**src/core/mrar_pkg.sv**
```systemverilog
// Package with register map, field positions and reset values for the result/alert bank
package mrar_pkg;
    localparam logic [7:0] ADDR_SHUNT = 8'h04;
    localparam logic [7:0] ADDR_BUS = 8'h05;
    localparam logic [7:0] ADDR_TEMP = 8'h06;
    localparam logic [7:0] ADDR_CURR = 8'h07;
    localparam logic [7:0] ADDR_POWER = 8'h08;
    localparam logic [7:0] ADDR_DIAG = 8'h0b;
    localparam logic [15:0] DIAG_RESET = 16'h0001;
    localparam logic [15:0] RESULT_RESET = 16'h0000;
    localparam logic [23:0] POWER_RESET = 24'h000000;
    localparam int LATCH_BIT = 15;
    localparam int READY_ALERT_BIT = 14;
    localparam int AVG_CMP_BIT = 13;
    localparam int POL_BIT = 12;
    localparam int OVF_BIT = 9;
    localparam int DONE_BIT = 1;
    localparam int MEM_BIT = 0;
    localparam int TEMP_LSB = 4;
    localparam logic [3:0] CFG_WRITE_MASK_SHIFT = 4'hc;
    typedef enum logic [1:0]
    {
        MRAR_A_IDLE = 2'b00,
        MRAR_A_ACTIVE = 2'b01,
        MRAR_A_HELD = 2'b10
    } mrar_alert_t;
endpackage

```
**src/core/mrar_top.sv**
```systemverilog
// Result and diagnostic/alert register bank of a current and power monitor
`timescale 1ns/1ps
// Operation
// - Shunt result, signed 16 bits, at 4h
// - Bus voltage result, 16 bits, at 5h
// - Die temperature in bits 15 to 4 at 6h
// - Reserved bits read back as zero
// - Signed current result at 7h
// - Unsigned 24-bit power result at 8h
// - Diag resets 0001h, results reset zero
// - Transparent mode: alert follows fault condition
// - Latched mode: alert holds until a diag read while the fault is gone
// - Ready-to-alert routes done flag to alert
// - Select raw or averaged compare source
// - Alert polarity: low or high, open-drain
// - Overflow flag set on arithmetic overflow
// - Overflow cleared only by new conversion
// - Done flag set; latched clears on read/trigger
// - Results update after averaging completes
module mrar_top
    import mrar_pkg::*;
(
    input wire logic I_REF_CLK,
    input wire logic I_RESETN,
    input wire logic [7:0] I_RD_ADDR,
    input wire logic I_RD_STB,
    output logic [23:0] O_RD_DATA,
    output logic O_RD_VALID,
    input wire logic I_WR_STB,
    input wire logic [15:0] I_WR_DATA,
    input wire logic I_CONV_START,
    input wire logic I_AVG_DONE,
    input wire logic I_SAMPLE_DONE,
    input wire logic I_SHUNT_UPD,
    input wire logic [15:0] I_SHUNT_VAL,
    input wire logic I_BUS_UPD,
    input wire logic [15:0] I_BUS_VAL,
    input wire logic I_TEMP_UPD,
    input wire logic [11:0] I_TEMP_VAL,
    input wire logic I_CALC_UPD,
    input wire logic [15:0] I_CURR_VAL,
    input wire logic [23:0] I_POWER_VAL,
    input wire logic I_MATH_OVF,
    input wire logic I_FAULT_RAW,
    input wire logic I_FAULT_AVG,
    input wire logic I_MEM_OK,
    input wire logic I_ALERT_PIN,
    output logic O_ALERT_OUT,
    output logic O_ALERT_OE,
    output logic O_ALERT_LEVEL
);
    logic [15:0] shunt_q;
    logic [15:0] bus_q;
    logic [11:0] temp_q;
    logic [15:0] curr_q;
    logic [23:0] power_q;
    logic [3:0] cfg_q;
    logic [3:0] cfg_d;
    logic ovf_q;
    logic ovf_d;
    logic done_q;
    logic done_d;
    logic [23:0] rd_data_d;
    logic alert_level;
    mrar_alert_t alert_q;
    mrar_alert_t alert_d;

    // Result register widths
    localparam int SHUNT_W = 16;
    localparam int BUS_W = 16;
    localparam int TEMP_W = 12;
    localparam int CURR_W = 16;
    localparam int POWER_W = 24;

    // Register index to one-hot select
    function automatic logic [5:0] reg_select(input logic [7:0] addr);
        logic [5:0] sel;
        sel = 6'h00;
        sel[0] = (addr == ADDR_SHUNT);
        sel[1] = (addr == ADDR_BUS);
        sel[2] = (addr == ADDR_TEMP);
        sel[3] = (addr == ADDR_CURR);
        sel[4] = (addr == ADDR_POWER);
        sel[5] = (addr == ADDR_DIAG);
        return sel;
    endfunction

    // Zero-extend a 16-bit word onto the read bus
    function automatic logic [23:0] pad_word(input logic [15:0] value);
        return {8'h00, value};
    endfunction

    // Read address decode
    wire [5:0] rd_sel = reg_select(I_RD_ADDR);
    wire sel_shunt = rd_sel[0];
    wire sel_bus = rd_sel[1];
    wire sel_temp = rd_sel[2];
    wire sel_curr = rd_sel[3];
    wire sel_power = rd_sel[4];
    wire sel_diag = rd_sel[5];
    wire diag_read = I_RD_STB && sel_diag;
    wire diag_write = I_WR_STB;

    // Configuration fields
    wire latch_en = cfg_q[3];
    wire ready_alert = cfg_q[2];
    wire avg_cmp = cfg_q[1];
    wire pol_high = cfg_q[0];
    wire [3:0] cfg_wr = I_WR_DATA[15:12];

    // a result loads only on its completed update
    wire shunt_load = I_SHUNT_UPD && I_AVG_DONE;
    wire bus_load = I_BUS_UPD && I_AVG_DONE;
    wire temp_load = I_TEMP_UPD && I_AVG_DONE;
    wire calc_load = I_CALC_UPD && I_AVG_DONE;
    wire fault_now = avg_cmp ? (I_FAULT_AVG && I_AVG_DONE) : I_FAULT_RAW;
    wire conv_done = I_AVG_DONE;

    // Shunt voltage holding register
    mrar_result
    #(
        .W(SHUNT_W)
    )
    u_shunt
    (
        .I_REF_CLK(I_REF_CLK),
        .I_RESETN(I_RESETN),
        .i_load(shunt_load),
        .i_value(I_SHUNT_VAL),
        .o_value(shunt_q)
    );

    // Bus voltage holding register
    mrar_result
    #(
        .W(BUS_W)
    )
    u_bus
    (
        .I_REF_CLK(I_REF_CLK),
        .I_RESETN(I_RESETN),
        .i_load(bus_load),
        .i_value(I_BUS_VAL),
        .o_value(bus_q)
    );

    // Die temperature holding register
    mrar_result
    #(
        .W(TEMP_W)
    )
    u_temp
    (
        .I_REF_CLK(I_REF_CLK),
        .I_RESETN(I_RESETN),
        .i_load(temp_load),
        .i_value(I_TEMP_VAL),
        .o_value(temp_q)
    );

    // Current holding register
    mrar_result
    #(
        .W(CURR_W)
    )
    u_curr
    (
        .I_REF_CLK(I_REF_CLK),
        .I_RESETN(I_RESETN),
        .i_load(calc_load),
        .i_value(I_CURR_VAL),
        .o_value(curr_q)
    );

    // Power holding register
    mrar_result
    #(
        .W(POWER_W)
    )
    u_power
    (
        .I_REF_CLK(I_REF_CLK),
        .I_RESETN(I_RESETN),
        .i_load(calc_load),
        .i_value(I_POWER_VAL),
        .o_value(power_q)
    );

    // Alert pin readback synchroniser
    mrar_sync
    u_pin
    (
        .I_REF_CLK(I_REF_CLK),
        .I_RESETN(I_RESETN),
        .i_async(I_ALERT_PIN),
        .o_level(alert_level)
    );

    wire ovf_set = I_CALC_UPD && I_MATH_OVF;
    wire ovf_clr = I_CONV_START;

    // Overflow: set wins, cleared only by a new conversion
    always_comb
    begin
        ovf_d = ovf_q;
        if (ovf_clr)
            ovf_d = 1'b0;
        if (ovf_set)
            ovf_d = 1'b1;
    end

    wire done_clr_latched = latch_en && (diag_read || I_CONV_START);
    wire done_clr_open = !latch_en && I_CONV_START;

    // Done flag: set wins over any clear
    always_comb
    begin
        done_d = done_q;
        if (conv_done)
        begin
            done_d = 1'b1;
        end
        else if (done_clr_latched)
        begin
            done_d = 1'b0;
        end
        else if (done_clr_open)
        begin
            done_d = 1'b0;
        end
    end

    wire fault_gone = !fault_now;
    wire held_release = diag_read && fault_gone;
    wire held_drop = !latch_en && fault_gone;

    // Alert state machine
    always_comb
    begin
        alert_d = alert_q;
        unique case (alert_q)
            MRAR_A_IDLE:
            begin
                if (fault_now)
                    alert_d = latch_en ? MRAR_A_HELD : MRAR_A_ACTIVE;
            end
            MRAR_A_ACTIVE:
            begin
                if (latch_en)
                    alert_d = MRAR_A_HELD;
                else if (fault_gone)
                    alert_d = MRAR_A_IDLE;
            end
            MRAR_A_HELD:
            begin
                if (held_release)
                    alert_d = MRAR_A_IDLE;
                else if (held_drop)
                    alert_d = MRAR_A_IDLE;
            end
            default:
            begin
                alert_d = MRAR_A_IDLE;
            end
        endcase
    end

    wire alert_flag = (alert_q != MRAR_A_IDLE);
    wire alert_active = alert_flag || (ready_alert && done_q);
    wire alert_drive_low = pol_high ? !alert_active : alert_active;
    assign cfg_d = diag_write ? cfg_wr : cfg_q;
    wire rd_valid_d = I_RD_STB;

    // Read words with reserved bits at zero
    wire [23:0] shunt_word = pad_word(shunt_q);
    wire [23:0] bus_word = pad_word(bus_q);
    wire [23:0] temp_word = pad_word({temp_q, 4'h0});
    wire [23:0] curr_word = pad_word(curr_q);
    wire [23:0] power_word = power_q;
    wire [23:0] diag_word = pad_word({cfg_q, 2'b00, ovf_q, 7'h00, done_q, I_MEM_OK});

    assign rd_data_d =
        ({24{sel_shunt}} & shunt_word) |
        ({24{sel_bus}} & bus_word) |
        ({24{sel_temp}} & temp_word) |
        ({24{sel_curr}} & curr_word) |
        ({24{sel_power}} & power_word) |
        ({24{sel_diag}} & diag_word);

    // Registers
    always_ff @(posedge I_REF_CLK or negedge I_RESETN)
    begin
        if (!I_RESETN)
            cfg_q <= DIAG_RESET[15:12];
        else
            cfg_q <= cfg_d;
    end

    always_ff @(posedge I_REF_CLK or negedge I_RESETN)
    begin
        if (!I_RESETN)
            ovf_q <= DIAG_RESET[OVF_BIT];
        else
            ovf_q <= ovf_d;
    end

    always_ff @(posedge I_REF_CLK or negedge I_RESETN)
    begin
        if (!I_RESETN)
            done_q <= DIAG_RESET[DONE_BIT];
        else
            done_q <= done_d;
    end

    always_ff @(posedge I_REF_CLK or negedge I_RESETN)
    begin
        if (!I_RESETN)
            alert_q <= MRAR_A_IDLE;
        else
            alert_q <= alert_d;
    end

    always_ff @(posedge I_REF_CLK or negedge I_RESETN)
    begin
        if (!I_RESETN)
            O_RD_VALID <= 1'b0;
        else
            O_RD_VALID <= rd_valid_d;
    end

    always_ff @(posedge I_REF_CLK or negedge I_RESETN)
    begin
        if (!I_RESETN)
            O_RD_DATA <= POWER_RESET;
        else if (I_RD_STB)
            O_RD_DATA <= rd_data_d;
    end

    // Open-drain: the output enable pulls the pin low
    assign O_ALERT_OUT = 1'b0;
    assign O_ALERT_OE = alert_drive_low;
    assign O_ALERT_LEVEL = alert_level;
endmodule

```
**src/core/mrar_sync.sv**
```systemverilog
// Three-stage pin synchroniser with agreement filter
`timescale 1ns/1ps
module mrar_sync
(
    input wire logic I_REF_CLK,
    input wire logic I_RESETN,
    input wire logic i_async,
    output logic o_level
);
    logic s1_q;
    logic s2_q;
    logic s3_q;
    always_ff @(posedge I_REF_CLK or negedge I_RESETN)
    begin
        if (!I_RESETN)
        begin
            // Pulled-up idle level of the pin
            s1_q <= 1'b1;
            s2_q <= 1'b1;
            s3_q <= 1'b1;
            o_level <= 1'b1;
        end
        else
        begin
            s1_q <= i_async;
            s2_q <= s1_q;
            s3_q <= s2_q;
            if (s2_q == s3_q)
                o_level <= s3_q;
        end
    end
endmodule

```
**src/core/mrar_result.sv**
```systemverilog
// Holding register for one result word, loaded only on a completed update
`timescale 1ns/1ps
module mrar_result #(parameter int W = 16)
(
    input wire logic I_REF_CLK,
    input wire logic I_RESETN,
    input wire logic i_load,
    input wire logic [W-1:0] i_value,
    output logic [W-1:0] o_value
);
    always_ff @(posedge I_REF_CLK or negedge I_RESETN)
    begin
        if (!I_RESETN)
            o_value <= '0;
        else if (i_load)
            o_value <= i_value;
    end
endmodule

```
**config.mk**
```make
export PLATFORM = sky130hd
export DESIGN_NAME = mrar_top
export DESIGN_NICKNAME = d
export VERILOG_FILES = /design/src/core/mrar_pkg.sv /design/src/core/mrar_top.sv /design/src/core/mrar_sync.sv /design/src/core/mrar_result.sv
export SDC_FILE = /design/constraint.sdc
export NUM_CORES = 1
export LEC_CHECK = 0
export ABC_AREA = 0
export BUFFER_PORTS_ARGS = -buffer_cell sky130_fd_sc_hd__clkbuf_2
export CORE_MARGIN = 3
export CORE_UTILIZATION = 52
export CTS_CLUSTER_DIAMETER = 40
export DETAILED_ROUTE_END_ITERATION = 10
export GPL_TIMING_DRIVEN = 0
export MAX_ROUTING_LAYER = met4
export PLACE_DENSITY_LB_ADDON = 0.2
export SLEW_MARGIN = 5
export SYNTH_ARGS = -nofsm -noshare
export SYNTH_HDL_FRONTEND = slang
export SYNTH_SLANG_ARGS = --single-unit
```
**constraint.sdc**
```tcl
create_clock -name I_REF_CLK -period 1.5 [get_ports I_REF_CLK]
set_input_delay 0.15 -clock I_REF_CLK [delete_from_list [all_inputs] [get_ports I_REF_CLK]]
set_output_delay 0.15 -clock I_REF_CLK [all_outputs]
set_load 0.05 [all_outputs]
```
==> results of run 1 <==
[cell families (layout without fill, tap and decap cells)]
family / count (synthesis) / in the layout / share of synthesized area, %
mux: 101 / 101 / 22.8
flops: 121 / 121 / 58.2
buf+inv: 27 / 299 / 2.84
compound gates: 58 / 58 / 9.20
fa+ha+maj: 1 / 1 / 0.192
other cells: 1 / 1 / 0.0720
xor+xnor: 1 / 1 / 0.168
simple gates: 65 / 65 / 6.44
[area by class of cell]
class	count	share of cell area, %
repair buffers	240	22.6
flip-flops and latches	121	39.2
well taps	129	2.08
clock buffers	25	6.38
clock inverters	7	1.49
plain buffers	24	1.78
inverters	3	0.145
multi-input cells	227	26.3
[layer usage]
layer	GRT usage, %	vias up	share of wire, %
met5	-	-	0
met4	9.25	0	2.2
li1	-	1908	-
met1	34.0	2113	39
met3	7.23	32	6.5
met2	51.5	184	53
[worst max-delay path, cell delays in order (launching register included)]
cell	delay, ps
dfrtp_1	410
a211oi_2	240
xnor2_1	190
clkbuf_8	240
[power groups by stage]
| stage | clock, mW | combinational (mW) | sequential (mW) |
|---|---|---|---|
| 2_1_floorplan | 0 | 0.738 | 3.99 |
| 4_1_cts | 4.18 | 1.54 | 3.91 |
| 3_5_place_dp | 0 | 1.28 | 3.96 |
| 5_1_grt | 4.34 | 1.69 | 3.97 |
| 3_3_place_gp | 0 | 1.23 | 3.93 |
| 6_report | 4.15 | 1.58 | 3.93 |
[cell usage after synthesis (3+ instances only)]
cell / n
dfrtp_1: 117
mux2_2: 87
nor2_1: 28
a22o_1: 22
a221oi_1: 11
buf_2: 10
clkbuf_1: 8
nand2_1: 8
a32o_1: 6
mux2_1: 6
nand3_1: 6
a31oi_1: 5
mux4_2: 5
and3_1: 4
dfstp_2: 4
nor2b_1: 4
buf_4: 3
buf_6: 3
inv_1: 3
mux2i_1: 3
nand4_1: 3
[state kept, by name, summed over array words and instances, names as in the netlist]
name / count
O_RD_DATA: 24
O_RD_VALID: 1
alert_q: 2
cfg_q: 4
done_q: 1
ovf_q: 1
u_bus.o_value: 16
u_curr.o_value: 16
u_pin.o_level: 1
u_pin.s1_q: 1
u_pin.s2_q: 1
u_pin.s3_q: 1
u_power.o_value: 24
u_shunt.o_value: 16
u_temp.o_value: 12
[worst max-delay path by stage]
stage	from	endpoint	depth (start not counted)
floorplan	alert_q[1]	O_ALERT_OE	2
CTS	cfg_q[2]	O_ALERT_OE	3
global route	cfg_q[2]	O_ALERT_OE	3
global placement	I_RESETN	u_power.o_value[13]	1
finish	alert_q[0]	O_ALERT_OE	3
detailed placement	I_RD_ADDR[0]	O_RD_DATA[14]	6
[metrics by stage]
stage	hold WS [ps]	power, mW
detailed placement	109	5.24
finish	46.8	9.65
floorplan	-146	4.73
global placement	242	5.16
global route	89.7	9.99
CTS	13.3	9.64
[repair_timing]
item	in CTS	in global routing
resized for setup	3	4
setup endpoints to repair	1	5
buffers inserted	2	1
endpoints found under the hold margin	211	0
hold buffers	102	0
pin swaps	2	0
==> out/metrics.yaml, run 1 <==
detailed_routing:
  antenna_left: 0
  vias: 4237
  wl_mm: 15.5
  drt_iter0_markers: 268
  wl_per_cell_um: 19.9
  viasPerCell: 5.46
  drc: 0
  drt-pass1-iter-count: 6
layout:
  layout-drive-gt1-share_pct: 44.5
  fin_cells: 776
  synthToLayoutAreaGrowth_pct: 48.7
  seqCellArea_sq_um: 3030
  n_antenna_cell: 0
  final_core_util_pct: 81.5
  finalNetCount: 758
  mostFrequentLayoutCells: "clkbuf_2, dfrtp_1, dlygate4sd3_1"
  final_common_cell: "clkbuf_2"
  multi_input_area_sq_um: 2040
  fill_cells: 545
  final_cell_area_sq_um: 7740
placed_design:
  io_buffers: 135
  dp_hpwl_mm: 9.44
  preCtsSetupSlack_ps: -93.0
  dp.cells: 640
  place.gp.congestion: 0.799
  placed_area_sq_um: 6080
floorplanning:
  io_pins: 152
  start_util_pct: 54.8
  chipWidth_um: 106
  die_h_um: 106
  rows: 35
  die_area_sq_um: 11300
  coreArea_sq_um: 9500
critical_path:
  r2r-start: "u_curr.o_value[13]"
  rr_worst_depth: 3
  crit_type: "reg2out"
  endpoint_kind: "primary output"
  cp_max_fo: 3
  worstPathRequired_ps: 1350
  arrival_ps: 1590
  rrSetupSlack_ps: 110
  r2r_end: "O_RD_DATA[13]"
  critPathLaunchType: "register"
timing:
  rsz0062_at_grt: "yes"
  worst_slack_ps: -238
  finalMaxSlewViolations: 0
  hold_viol: 0
  finalSetupTns_ps: -238
  final.min_clock_period_ps: 1740
  clock.fmax_mhz: 575
  slew_headroom_pct: 63.1
  skew_ps: 8.30
  tightest_slew_ps: 550
  finalCritPeriodShare_pct: 116
  finalSetupViolCount: 1
hold_path:
  whs_endpoint: "alert_q[0]"
  holdCritStartpoint: "I_FAULT_AVG"
  hold_path.class: "in2reg"
  hold_depth: 3
clocking:
  cts_tree: "yes"
  cts_buffer_depth: 2
  insertion_delay_ps: 510
  numCtsBuffers: 17
  cts_sinks: 121
  clockRootBuffer: "clkbuf_8"
  cts_max_level: 4
  path_clk_slew_ps: 60
power_and_ir_drop:
  p_seq_share_pct: 40.7
  clockPowerShare_pct: 42.9
  switching_share_pct: 24.8
  vdd_drop_max_uv: 835
  powerDensity_nw_per_um2: 1250
  p_int_mw: 7.26
  combinationalPowerShare_pct: 16.4
  p_sw_mw: 2.39
  p_leak_nw: 3.61
global_route:
  overflow: 0
  grt_pass1_wl_mm: 24.3
  grt_usage_pct: 29.6
  grt_max_degree: 78
  antenna_found_initial: 0
  grt_pass1_vias: 4734
synth:
  yosys_most_used_dff: "dfrtp_1"
  post_synth_num_cell_types: 44
  yosysWarningCount: 0
  synth-async-reset-ratio_pct: 100
  avgSynthCellArea_sq_um: 13.9
  synth_top_area_cell: "dfrtp_1"
  synthCells: 375
  synth_edf_count: 0
  syn-cell-area_sq_um: 5210
  syn_nets: 499
  yosys-top-cells-area: "dfrtp_1, mux2_2, a22o_1"
  synth_seq_area_share_pct: 58.2
  ys_ff_latch: 121
  synth.top_cell.area_share_pct: 56.2
outcome:
  status: "complete, but fails checks"
  violations: "negative setup slack"
flow_run:
  maxCapViolCount: 0
(Power assumes the default switching activity.)
==> run 2, diff against run 1 <==
- ABC_AREA: 0 -> 1
==> out/metrics.yaml, run 2 <==
power_and_ir_drop:
  powerDensity_nw_per_um2: 1210  # -3.3%
  p_int_mw: 7.12  # -2.0%
  clockPowerShare_pct: 44.1  # +1.2 points
  combinationalPowerShare_pct: 15.0  # -1.4 points
  p_leak_nw: 3.78  # +4.6%
  vdd_drop_max_uv: 787  # -5.8%
  switching_share_pct: 25.5  # +0.74 points
  total_power_mw: 9.55  # -1.0%
  p_seq_share_pct: 40.9  # +0.2 points
  p_sw_mw: 2.44  # +1.9%
layout:
  top_regs: "O_RD_DATA x24, u_power.o_value x24"
  synthToLayoutAreaGrowth_pct: 47.7
  layout-drive-gt1-share_pct: 39.6  # -4.9 points
  mostFrequentLayoutCells: "clkbuf_2, dfrtp_1, nand3_1, dlygate4sd3_1, mux2_2"
  final_common_cell: "clkbuf_2"
  fin_cells: 901  # +16%
  n_antenna_cell: 0  # unchanged
  final_core_util_pct: 80.0  # -1.5 points
  final_cell_area_sq_um: 7930  # +2.4%
  finalNetCount: 879  # +16%
synth:
  synth.top_cell.area_share_pct: 54.6  # -1.7 points
  synth_commonest_cells: "dfrtp_1, nand3_1, mux2_2, nor2_1, nand2_1"
  syn_nets: 617  # +24%
  synth-async-reset-ratio_pct: 100  # unchanged
  synth_edf_count: 0  # unchanged
  yosysMostFrequentCell: "dfrtp_1"
  synthCells: 493  # +31%
  synth_top_area_cell: "dfrtp_1"
  syn-cell-area_sq_um: 5370  # +3.1%
  post_synth_num_cell_types: 25  # -43%
  yosysWarningCount: 0  # unchanged
  avgSynthCellArea_sq_um: 10.9  # -22%
  synth_seq_area_share_pct: 56.5  # -1.7 points
  ys_ff_latch: 121  # unchanged
  yosys-top-cells-area: "dfrtp_1, mux2_2, nand3_1"
  yosys_most_used_dff: "dfrtp_1"
floorplanning:
  die_area_sq_um: 11600  # +2.9%
  chipWidth_um: 108  # +1.4%
  io_pins: 152  # unchanged
  coreArea_sq_um: 9910  # +4.3%
  die_h_um: 108  # +1.4%
  rows: 36  # +2.9%
  start_util_pct: 54.2  # -0.65 points
detailed_routing:
  viasPerCell: 5.26  # -3.8%
  vias: 4735  # +12%
  drt-pass1-iter-count: 6  # unchanged
  wl_per_cell_um: 17.5  # -12%
  antenna_left: 0  # unchanged
  drt_iter0_markers: 363  # +35%
  wl_mm: 15.7  # +1.8%
  drc: 0  # unchanged
critical_path:
  worstPathRequired_ps: 1350  # about the same
  arrival_ps: 1430  # -160 ps
  endpoint_kind: "primary output"
  critPathLaunchType: "register"
  rr_worst_depth: 2  # -1
  worst_path_max_delay_cell: "dfrtp_1"
  rrSetupSlack_ps: 180  # +70 ps
  cp_cell_sequence: "nand2_1 -> nand3_2 -> xor2_1 -> clkbuf_8"
  cp.depth: 4  # +1
  r2r-start: "u_temp.o_value[11]"
  cpLargestDelayFamily: "flip-flops"
  r2r_end: "u_temp.o_value[11]"
  cp_max_fo: 2  # -1
  critical_path_buf_inv_count: 1  # unchanged
  crit_type: "reg2out"
  max_stage_delay_ps: 380  # -30 ps
outcome:
  violations: "negative setup slack"
  status: "complete, but fails checks"
hold_path:
  hold_depth: 2  # -1
  whs_endpoint: "done_q"
  hold_path.class: "in2reg"
  holdCritStartpoint: "I_AVG_DONE"
clocking:
  clockRootBuffer: "clkbuf_8"
  insertion_delay_ps: 510  # about the same
  cts_sinks: 121  # unchanged
  path_clk_slew_ps: 60  # about the same
  numCtsBuffers: 17  # unchanged
  cts_buffer_depth: 2  # unchanged
  cts_max_level: 4  # unchanged
  cts_tree: "yes"
global_route:
  overflow: 0  # unchanged
  grt_max_degree: 99  # +27%
  grt_pass1_wl_mm: 25.1  # +3.1%
  antenna_found_initial: 0  # unchanged
  grt_usage_pct: 29.3  # -0.30 points
  grt_pass1_vias: 5047  # +6.6%
timing:
  skew_ps: 5.70  # -2.60 ps
  whs_ps: 17.3  # -29.5 ps
  finalMaxSlewViolations: 0  # unchanged
  finalSetupTns_ps: -78.0  # +160 ps
  finalSetupViolCount: 1  # unchanged
  worst_slack_ps: -78.0  # +160 ps
  hold_viol: 0  # unchanged
  clock.fmax_mhz: 634  # +10%
  final.min_clock_period_ps: 1580  # -160 ps
  rsz0062_at_grt: "yes"
  finalCritPeriodShare_pct: 105  # -11 points
placed_design:
  preCtsSetupSlack_ps: 96.7  # +190 ps
  place.gp.congestion: 0.863  # +8.0%
  placed_area_sq_um: 6250  # +2.9%
  io_buffers: 137  # +1.5%
  dp.cells: 764  # +19%
  dp_hpwl_mm: 9.92  # +5.0%
flow_run:
  maxCapViolCount: 0  # unchanged
==> run 2: final cells by class <==
class                      instances  area, sq um
timing repair buffer             243         1770
clock buffer                      18          418
fill                             619         1980
buffer                            26          173
multi-input combinational        330         2110
tap                              133          166
inverter                          16         60.1
clock inverter                    14          199
sequential                       121         3030
==> run 2: logic make-up after synthesis <==
group | count (synthesis) | synth area share, %
AO/OA/AOI/OAI | 23 | 2.38
XOR/XNOR | 1 | 0.163
adder cells (fa/ha/maj) | 1 | 0.187
buffers and inverters | 42 | 4.24
flip-flops | 121 | 56.5
multiplexers | 84 | 17.6
other | 1 | 0.0699
AND/OR/NAND/NOR | 220 | 18.8
==> run 2: worst max path at each step <==
stage,to,slack (ps),startpoint
2_1_floorplan,O_ALERT_OE,50,alert_q[1]
3_3_place_gp,u_shunt.o_value[11],-1430,I_RESETN
4_1_cts,O_ALERT_OE,-80,alert_q[1]
5_1_grt,O_ALERT_OE,-140,cfg_q[2]
6_report,O_ALERT_OE,-80,cfg_q[2]
3_5_place_dp,O_RD_DATA[9],100,I_RD_STB
==> run 2: layer usage <==
layer	wire length (um)	vias up	track usage, %
li1	-	2213	-
met1	6450	2297	35.1
met2	7970	188	49.7
met3	893	37	5.52
met4	435	0	10.6
met5	0	-	-
==> run 2: timing repair <==
action                                  4_1_cts  5_1_grt
endpoints found under the setup margin        1       18
hold buffers                                100        0
pin swaps                                     1        2
endpoints found under the hold margin       213        0
resized for setup                             5        9
buffers inserted                              4        1
==> run 2: power by group through the flow <==
stage | logic, mW | registers [mW] | clock network (mW)
4_1_cts | 1.41 | 3.89 | 4.24
3_3_place_gp | 1.08 | 3.92 | 0
3_5_place_dp | 1.14 | 3.94 | 0
6_report | 1.43 | 3.90 | 4.22
2_1_floorplan | 0.616 | 4.00 | 0
5_1_grt | 1.55 | 3.94 | 4.39
